===== src/demod_consts.svh =====
// Offsets, field positions, reset values and counts of the demodulator setup bank
`ifndef DEMOD_CONSTS_SVH
`define DEMOD_CONSTS_SVH

`define WORD_BITS            32
`define ADDR_LSB             0
`define ADDR_MSB             4
`define ADDR_SETUP_ONE       5'h09
`define ADDR_CAL_SETUP       5'h0a

`define SETUP_ONE_RESET      32'h0100fc89
`define CAL_SETUP_RESET      32'h71e0200a

`define BIT_MIXER_OFF        5
`define BIT_UNUSED_A         6
`define BIT_TEST_BUFFER_OFF  7
`define BIT_BB_FILTER_OFF    8
`define BIT_UNUSED_B         9
`define BIT_OFFSET_CAL_OFF   10
`define BIT_UNUSED_C         11
`define GAIN_LSB             12
`define GAIN_MSB             16
`define CORNER_LSB           17
`define CORNER_MSB           24
`define BIT_DET_RES_SEL      25
`define BIT_DET_CAP_SEL      26
`define BIT_EXT_GAIN_ON      27
`define BIT_GAIN_DOUBLE      28
`define BIT_OSC_TEST         29
`define BIT_UNUSED_D         30
`define BIT_ATTEN_ON         31
`define BIT_AUTOCAL          5

`define GAIN_CODE_MAX        5'h18
`define RB_COUNT_W           6
`define RB_LAST_COUNT        6'h20

`endif


===== src/demod_pkg.sv =====
// Types shared by the demodulator setup bank
package demod_pkg;

  typedef enum logic [1:0] {
    DET_BW_10MHZ,
    DET_BW_10KHZ,
    DET_BW_1KHZ
  } det_bw_t;

  typedef enum logic [1:0] {
    RB_IDLE,
    RB_WAIT,
    RB_SHIFT
  } rb_state_t;

  typedef struct packed {
    logic       output_atten_on;
    logic       osc_test_on;
    logic       gain_step_double;
    logic       ext_gain_ctrl_on;
    logic       detector_capacitor_sel;
    logic       detector_resistor_sel;
    logic [7:0] lowpass_corner_code;
    logic [4:0] baseband_gain_code;
    logic       offset_cal_off;
    logic       bb_filter_off;
    logic       test_buffer_off;
    logic       mixer_off;
  } setup_fields_t;

  typedef struct packed {
    logic sclk;
    logic sdata;
    logic strobe;
    logic osc;
    logic cal_done;
  } pin_group_t;

endpackage


===== src/pin_sync.sv =====
// Two-stage synchroniser with rising-edge detect for a group of pins
module pin_sync #(
  parameter int WIDTH = 1
) (
  input  wire logic             mclk,    // System clock
  input  wire logic             rst_n,   // Async reset, active low
  input  wire logic [WIDTH-1:0] pin_in,  // Raw pins
  output logic      [WIDTH-1:0] level,   // Synchronised level
  output logic      [WIDTH-1:0] rise     // One-cycle rising-edge pulse
);

  logic [WIDTH-1:0] stage1;
  logic [WIDTH-1:0] stage2;
  logic [WIDTH-1:0] stage3;

  genvar i;
  generate
    for (i = 0; i < WIDTH; i++)
    begin : g_bit
      always_ff @(posedge mclk or negedge rst_n)
      begin
        if (!rst_n)
        begin
          stage1[i] <= 1'b0;
          stage2[i] <= 1'b0;
          stage3[i] <= 1'b0;
        end
        else
        begin
          stage1[i] <= pin_in[i];
          stage2[i] <= stage1[i];
          stage3[i] <= stage2[i];
        end
      end
      // Edge is taken between stage2 and its delayed copy, never stage1
      assign rise[i] = stage2[i] & ~stage3[i];
    end
  endgenerate

  assign level = stage2;

endmodule // pin_sync


===== src/demod_setup_bank.sv =====
// Setup register bank of the demodulator, loaded and read over the three-wire serial port
`include "demod_consts.svh"

// Operation
// - 32-bit word shifted in LSB first
// - Strobe rise copies word to addressed register
// - Readback: idle clock, then 32 bits out
// - Bit 5 powers mixer down, resets zero
// - Bit 7 test buffer off, resets one
// - Bit 8 filter off, resets zero
// - Bit 10 offset calibration off, resets one
// - Bits 12-16 gain code, reset 15
// - Bits 17-24 corner code, reset 128
// - Bits 25-26 select detector bandwidth
// - Bandwidth applies during autocal, resets maximum
// - Bit 27 enables external fast gain
// - Bit 28 doubles each fast-gain step
// - Bit 29 puts oscillator on readback
// - Bit 31 switches in output attenuator
// - Autocal bit self-clears when calibration done
module demod_setup_bank (
  input  wire logic            mclk,           // System clock, 25 MHz
  input  wire logic            rst_n,          // Async reset, active low
  input  wire logic            ser_clk,        // Serial shift clock pin
  input  wire logic            ser_data,       // Serial data pin
  input  wire logic            ser_strobe,     // Load strobe pin
  input  wire logic            osc_in,         // Internal oscillator output
  input  wire logic            cal_done,       // Calibration finished level
  output logic                 readback,       // Readback pin
  output demod_pkg::setup_fields_t setup,      // Decoded first setup word
  output demod_pkg::det_bw_t   detector_bw,    // Offset detector bandwidth
  output logic                 autocal_on,     // Automatic calibration running
  output logic                 gain_code_ok    // Gain code inside 0..24
);

  demod_pkg::pin_group_t raw_pins;
  demod_pkg::pin_group_t pin_level;
  demod_pkg::pin_group_t pin_rise;

  assign raw_pins.sclk     = ser_clk;
  assign raw_pins.sdata    = ser_data;
  assign raw_pins.strobe   = ser_strobe;
  assign raw_pins.osc      = osc_in;
  assign raw_pins.cal_done = cal_done;

  pin_sync #(
    .WIDTH ($bits(demod_pkg::pin_group_t))
  ) u_pin_sync (
    .mclk   (mclk),
    .rst_n  (rst_n),
    .pin_in (raw_pins),
    .level  (pin_level),
    .rise   (pin_rise)
  );

  // ---------------- Serial shift register ----------------

  logic [`WORD_BITS-1:0] shift_word;
  logic [`WORD_BITS-1:0] next_shift_word;

  // New bits enter at the top so the first bit sent ends in bit 0
  always_comb
  begin
    next_shift_word = shift_word;
    if (pin_rise.sclk)
    begin
      next_shift_word = {pin_level.sdata, shift_word[`WORD_BITS-1:1]};
    end
  end

  always_ff @(posedge mclk or negedge rst_n)
  begin
    if (!rst_n)
    begin
      shift_word <= '0;
    end
    else
    begin
      shift_word <= next_shift_word;
    end
  end

  // ---------------- Setup registers ----------------

  logic [`WORD_BITS-1:0] setup_word_one;
  logic [`WORD_BITS-1:0] next_setup_word_one;
  logic [`WORD_BITS-1:0] cal_setup_word;
  logic [`WORD_BITS-1:0] next_cal_setup_word;
  logic [`ADDR_MSB:0]    strobe_addr;
  logic                  hit_one;
  logic                  hit_cal;

  assign strobe_addr = shift_word[`ADDR_MSB:`ADDR_LSB];

  always_comb
  begin
    hit_one = 1'b0;
    hit_cal = 1'b0;
    if (!pin_rise.strobe)
    begin
      hit_one = 1'b0;
    end
    else if (strobe_addr == `ADDR_SETUP_ONE)
    begin
      hit_one = 1'b1;
    end
    else if (strobe_addr == `ADDR_CAL_SETUP)
    begin
      hit_cal = 1'b1;
    end
  end

  always_comb
  begin
    next_setup_word_one = setup_word_one;
    next_cal_setup_word = cal_setup_word;
    if (hit_one)
    begin
      next_setup_word_one = shift_word;
    end
    if (hit_cal)
    begin
      next_cal_setup_word = shift_word;
    end
    // A fresh write of one wins over a finish seen in the same cycle
    if (pin_level.cal_done && !(hit_cal && shift_word[`BIT_AUTOCAL]))
    begin
      next_cal_setup_word[`BIT_AUTOCAL] = 1'b0;
    end
  end

  always_ff @(posedge mclk or negedge rst_n)
  begin
    if (!rst_n)
    begin
      setup_word_one <= `SETUP_ONE_RESET;
      cal_setup_word <= `CAL_SETUP_RESET;
    end
    else
    begin
      setup_word_one <= next_setup_word_one;
      cal_setup_word <= next_cal_setup_word;
    end
  end

  // ---------------- Field outputs ----------------

  // Unused bits 6, 9, 11 and 30 are stored for readback but drive nothing
  assign setup.mixer_off              = setup_word_one[`BIT_MIXER_OFF];
  assign setup.test_buffer_off        = setup_word_one[`BIT_TEST_BUFFER_OFF];
  assign setup.bb_filter_off          = setup_word_one[`BIT_BB_FILTER_OFF];
  assign setup.offset_cal_off         = setup_word_one[`BIT_OFFSET_CAL_OFF];
  assign setup.baseband_gain_code     = setup_word_one[`GAIN_MSB:`GAIN_LSB];
  assign setup.lowpass_corner_code    = setup_word_one[`CORNER_MSB:`CORNER_LSB];
  assign setup.detector_resistor_sel  = setup_word_one[`BIT_DET_RES_SEL];
  assign setup.detector_capacitor_sel = setup_word_one[`BIT_DET_CAP_SEL];
  assign setup.ext_gain_ctrl_on       = setup_word_one[`BIT_EXT_GAIN_ON];
  assign setup.gain_step_double       = setup_word_one[`BIT_GAIN_DOUBLE];
  assign setup.osc_test_on            = setup_word_one[`BIT_OSC_TEST];
  assign setup.output_atten_on        = setup_word_one[`BIT_ATTEN_ON];

  assign autocal_on = cal_setup_word[`BIT_AUTOCAL];

  // ---------------- Decoded status flops ----------------

  demod_pkg::det_bw_t next_detector_bw;
  logic               next_gain_code_ok;

  always_comb
  begin
    // Resistor select low bypasses the whole RC, capacitor select is then ignored
    if (!next_setup_word_one[`BIT_DET_RES_SEL])
    begin
      next_detector_bw = demod_pkg::DET_BW_10MHZ;
    end
    else if (!next_setup_word_one[`BIT_DET_CAP_SEL])
    begin
      next_detector_bw = demod_pkg::DET_BW_10KHZ;
    end
    else
    begin
      next_detector_bw = demod_pkg::DET_BW_1KHZ;
    end
    next_gain_code_ok = (next_setup_word_one[`GAIN_MSB:`GAIN_LSB] <= `GAIN_CODE_MAX);
  end

  always_ff @(posedge mclk or negedge rst_n)
  begin
    if (!rst_n)
    begin
      detector_bw  <= demod_pkg::DET_BW_10MHZ;
      gain_code_ok <= 1'b1;
    end
    else
    begin
      detector_bw  <= next_detector_bw;
      gain_code_ok <= next_gain_code_ok;
    end
  end

  // ---------------- Readback ----------------

  demod_pkg::rb_state_t   rb_state;
  demod_pkg::rb_state_t   next_rb_state;
  logic [`RB_COUNT_W-1:0] rb_count;
  logic [`RB_COUNT_W-1:0] next_rb_count;
  logic [`WORD_BITS-1:0]  rb_word;
  logic [`WORD_BITS-1:0]  next_rb_word;
  logic                   rb_bit;
  logic                   next_rb_bit;
  logic                   next_readback;

  // Every strobe arms a readback of the word it addressed; an unknown
  // address reads as zeros. Writes echo the written word on the pin unless bit 29 puts the oscillator there.
  always_comb
  begin
    next_rb_state = rb_state;
    next_rb_count = rb_count;
    next_rb_word  = rb_word;
    next_rb_bit   = rb_bit;
    case (rb_state)
      demod_pkg::RB_IDLE:
      begin
        next_rb_bit = 1'b0;
      end
      demod_pkg::RB_WAIT:
      begin
        if (pin_rise.sclk)
        begin
          next_rb_state = demod_pkg::RB_SHIFT;
          next_rb_count = '0;
        end
      end
      demod_pkg::RB_SHIFT:
      begin
        if (pin_rise.sclk)
        begin
          if (rb_count == `RB_LAST_COUNT)
          begin
            next_rb_state = demod_pkg::RB_IDLE;
            next_rb_bit   = 1'b0;
          end
          else
          begin
            next_rb_bit   = rb_word[0];
            next_rb_word  = {1'b0, rb_word[`WORD_BITS-1:1]};
            next_rb_count = rb_count + 1'b1;
            if (rb_count == `RB_LAST_COUNT - 1'b1)
            begin
              next_rb_state = demod_pkg::RB_SHIFT;
            end
          end
        end
      end
      default:
      begin
        next_rb_state = demod_pkg::RB_IDLE;
      end
    endcase
    // A strobe restarts readback whatever state it meets
    if (pin_rise.strobe)
    begin
      next_rb_state = demod_pkg::RB_WAIT;
      next_rb_count = '0;
      if (hit_one)
      begin
        next_rb_word = next_setup_word_one;
      end
      else if (hit_cal)
      begin
        next_rb_word = next_cal_setup_word;
      end
      else
      begin
        next_rb_word = '0;
      end
    end
    if (setup_word_one[`BIT_OSC_TEST])
    begin
      next_readback = pin_level.osc;
    end
    else
    begin
      next_readback = next_rb_bit;
    end
  end

  always_ff @(posedge mclk or negedge rst_n)
  begin
    if (!rst_n)
    begin
      rb_state <= demod_pkg::RB_IDLE;
      rb_count <= '0;
      rb_word  <= '0;
      rb_bit   <= 1'b0;
      readback <= 1'b0;
    end
    else
    begin
      rb_state <= next_rb_state;
      rb_count <= next_rb_count;
      rb_word  <= next_rb_word;
      rb_bit   <= next_rb_bit;
      readback <= next_readback;
    end
  end

endmodule // demod_setup_bank


===== config.mk =====
export PLATFORM = sky130hd
export DESIGN_NAME = demod_setup_bank
export DESIGN_NICKNAME = d
export VERILOG_FILES = /design/src/demod_pkg.sv /design/src/pin_sync.sv /design/src/demod_setup_bank.sv
export VERILOG_INCLUDE_DIRS = /design/src
export SDC_FILE = /design/constraint.sdc
export NUM_CORES = 1
export LEC_CHECK = 0
export BUFFER_PORTS_ARGS = -buffer_cell sky130_fd_sc_hd__buf_4
export CAP_MARGIN = 10
export CORE_MARGIN = 8
export CORE_UTILIZATION = 55
export CTS_BUF_LIST = sky130_fd_sc_hd__clkbuf_16
export DETAILED_ROUTE_END_ITERATION = 12
export GPL_ROUTABILITY_DRIVEN = 0
export PLACE_DENSITY_LB_ADDON = 0.15
export SLEW_MARGIN = 20
export SYNTH_ARGS = -nofsm -noshare
export SYNTH_HDL_FRONTEND = slang
export SYNTH_SLANG_ARGS = --single-unit
export TNS_END_PERCENT = 10

===== constraint.sdc =====
create_clock -name mclk -period 4.2 [get_ports mclk]
set_input_delay 0.42 -clock mclk [delete_from_list [all_inputs] [get_ports mclk]]
set_output_delay 0.42 -clock mclk [all_outputs]
set_load 0.1 [all_outputs]

==> flow_summary.toml <==
[run_status]
status = "finished clean"

[yosys]
synth_common_cells = "105 x dfrtp_1, 103 x nand2_1, 29 x mux2_2"
yosys_warnings = 0
synthCells = 421
postSynthNetCount = 433
synth_cell_types = 40
synth_edf_count = 0
async_flop_share_pct = 100
synth_most_common_cell = "dfrtp_1"
ys_seq_area_share_pct = 57.7
synth_top_area_cell = "dfrtp_1"
syn_area_um2 = 4920
syn_avg_cell_area_um2 = 11.7
yosys-top-cells-area = "dfrtp_1 53%, nand2_1 7.9%, mux2_2 6.6%"
synth_top_area_share_pct = 53.4
synth.ff_latch_count = 113
synth_top_flop_cell = "dfrtp_1"

[grt]
overflow = 0
track_usage_pct = 15.4
grt_pass1_wl_mm = 15.5
antenna_found_initial = 0
grt_pass1_vias = 3162
grt_max_degree = 52

[setup_path]
path_buf_inv = 2
cp.arrival_ns = 2.90
path_cells = "inv_1 > ha_1 > and4bb_2 > a211oi_4 > or2_1 > buf_4 > mux2_1"
worstPathRequired_ns = 4.48
critPathKind = "flop to flop"
startpoint_type = "flop"
cp_slowest_cell = "or2_1"
cp_max_fo = 16
cp_slowest_stage_delay_ns = 0.55
critPathTopFamily = "simple AND/OR/NAND/NOR gates"
worstSetupEndpointType = "flop"
r2r_slack_ns = 1.58

[clock_network]
cts_tree = "yes"
clockBufferDepth = 2
h-tree-depth = 4
clock-sinks = 113
clk_pin_slew_ns = 0.05
clk_latency_ns = 0.40
cts_root_buffer = "clkbuf_16"
cts_buffers = 17
cts_setup_buffers = 0

[floorplanning]
initial_core_util_pct = 56.6
fp-row-count = 34
die_h_um = 111
die_x_um = 111
core_area_um2 = 8680
boundaryPins = 35
die-area_um2 = 12200

[timing]
hold_violations = 0
rsz0062_at_grt = "no"
slew_violations = 0
fmax_mhz = 382
slew_headroom_pct = 42.2
tightest_slew_ns = 0.860
fin_tns_setup_ns = 0
finalSetupViolCount = 0
period_share_pct = 62.4
fin_skew_ns = 0.00944
fin_crit_ns = 2.62

[hold_path]
hp-class = "input port to flop"

[routing]
via_count = 3018
routed_via_density = 5.40
drc = 0
avgRoutedWirePerCell_um = 15.8
dr.pass1.iters = 6
ant_nets = 0
wl_mm = 8.85
drtIter0Drc = 114

[placement]
port_buffers = 34
dp_hpwl_mm = 5.52

[final_layout]
nNetsFinal = 450
diodes = 0
drive_gt1_share_pct = 25.3
syn_to_final_growth_pct = 16.4
final_util_pct = 65.9
fillerInstances = 649
register_area_um2 = 2840
multi_input_area_um2 = 1750

[flow_run]
cap_violations = 0

[pwr]
powerDensity_nw_per_um2 = 506
ir_drop_mv = 0.348
p_leak_nw = 2.91
-- flip-flops by register name (all words and copies together) (netlist names) --
register and cells:
u_pin_sync.stage3 2, rb_state 2, rb_bit 1, rb_count 6
u_pin_sync.stage1 5, detector_bw 2, readback 1, cal_setup_word 1
shift_word 32, gain_code_ok 1, setup_word_one 23, u_pin_sync.level 5
rb_word 32
-- routing by layer --
metal,global-route usage [%],vias up,share of wire [%]
met5,0,-,0
met3,4.82,11,4.1
met4,6.22,0,1.3
li1,-,1445,-
met1,19.7,1503,47
met2,23.6,59,48
-- cells by family after synthesis --
| logic type | Yosys count | share of synthesized area, % |
|---|---|---|
| mux | 56 | 12.7 |
| fa+ha+maj | 5 | 1.27 |
| flops | 113 | 57.7 |
| compound gates | 57 | 9.49 |
| simple gates | 134 | 12.0 |
| buf+inv | 56 | 6.82 |
-- where the power goes --
| part | leakage, nW | switching [mW] | internal [mW] |
|---|---|---|---|
| clock | 0.318 | 0.477 | 1.04 |
| sequential | 1.51 | 0.0465 | 1.14 |
| combinational | 1.08 | 0.123 | 0.0714 |
-- stage by stage --
stage               cell area (um2)  total power, mW  cells  hold WS, ns  worst slack, ns
finish                         5720             2.89    559        0.121             1.58
global route                   5720             3.01    559        0.105             1.39
CTS                            5720             2.92    559        0.108             1.55
global placement               5080             1.39    526        0.336             1.63
detailed placement             5080             1.40    526        0.339             1.59
floorplan                      4920             1.32    421        0.124             2.28
-- path summary, 6_finish.rpt --
check	from	end	cells past startpoint
setup / recovery	rb_count[0]$_DFFE_PN0P_	rb_word[30]$_DFFE_PN0P_	7
hold / removal	ser_clk	u_pin_sync.stage1[4]$_DFF_PN0_	1
setup reg to reg	rb_count[0]$_DFFE_PN0P_	rb_word[30]$_DFFE_PN0P_	7
hold reg to reg	u_pin_sync.stage1[3]$_DFF_PN0_	u_pin_sync.level[3]$_DFF_PN0_	0
max in group asynchronous	rst_n	rb_word[2]$_DFFE_PN0P_	3
min in group asynchronous	rst_n	u_pin_sync.stage1[2]$_DFF_PN0_	2
-- cell type report --
class	count	share of cell area, %
Clock buffer	17	7.44
Clock inverter	15	3.52
Tap cell	108	2.36
Timing Repair Buffer	43	5.69
Multi-Input combinational cell	252	30.7
Sequential cell	113	49.6
Inverter	11	0.722
-- placed cells by master, fill, tap and decap left out, types with 6 or more instances in the layout --
cell / netlist / layout
o21ai_0: 11 / 11
nand2b_1: 7 / 7
dfstp_2: 8 / 8
mux2_2: 29 / 29
mux2i_1: 6 / 6
clkbuf_16: 0 / 17
buf_4: 28 / 42
mux2_1: 21 / 21
inv_1: 11 / 14
a22o_1: 28 / 28
dfrtp_1: 105 / 105
nand2_1: 103 / 103
-- what timing repair did --
| item | CTS | global route |
|---|---|---|
| hold buffers | 1 | 0 |
| endpoints found under the hold margin | 27 | 0 |
| resized for setup | 0 | 0 |
No activity file was read; power rests on OpenSTA's default activity.
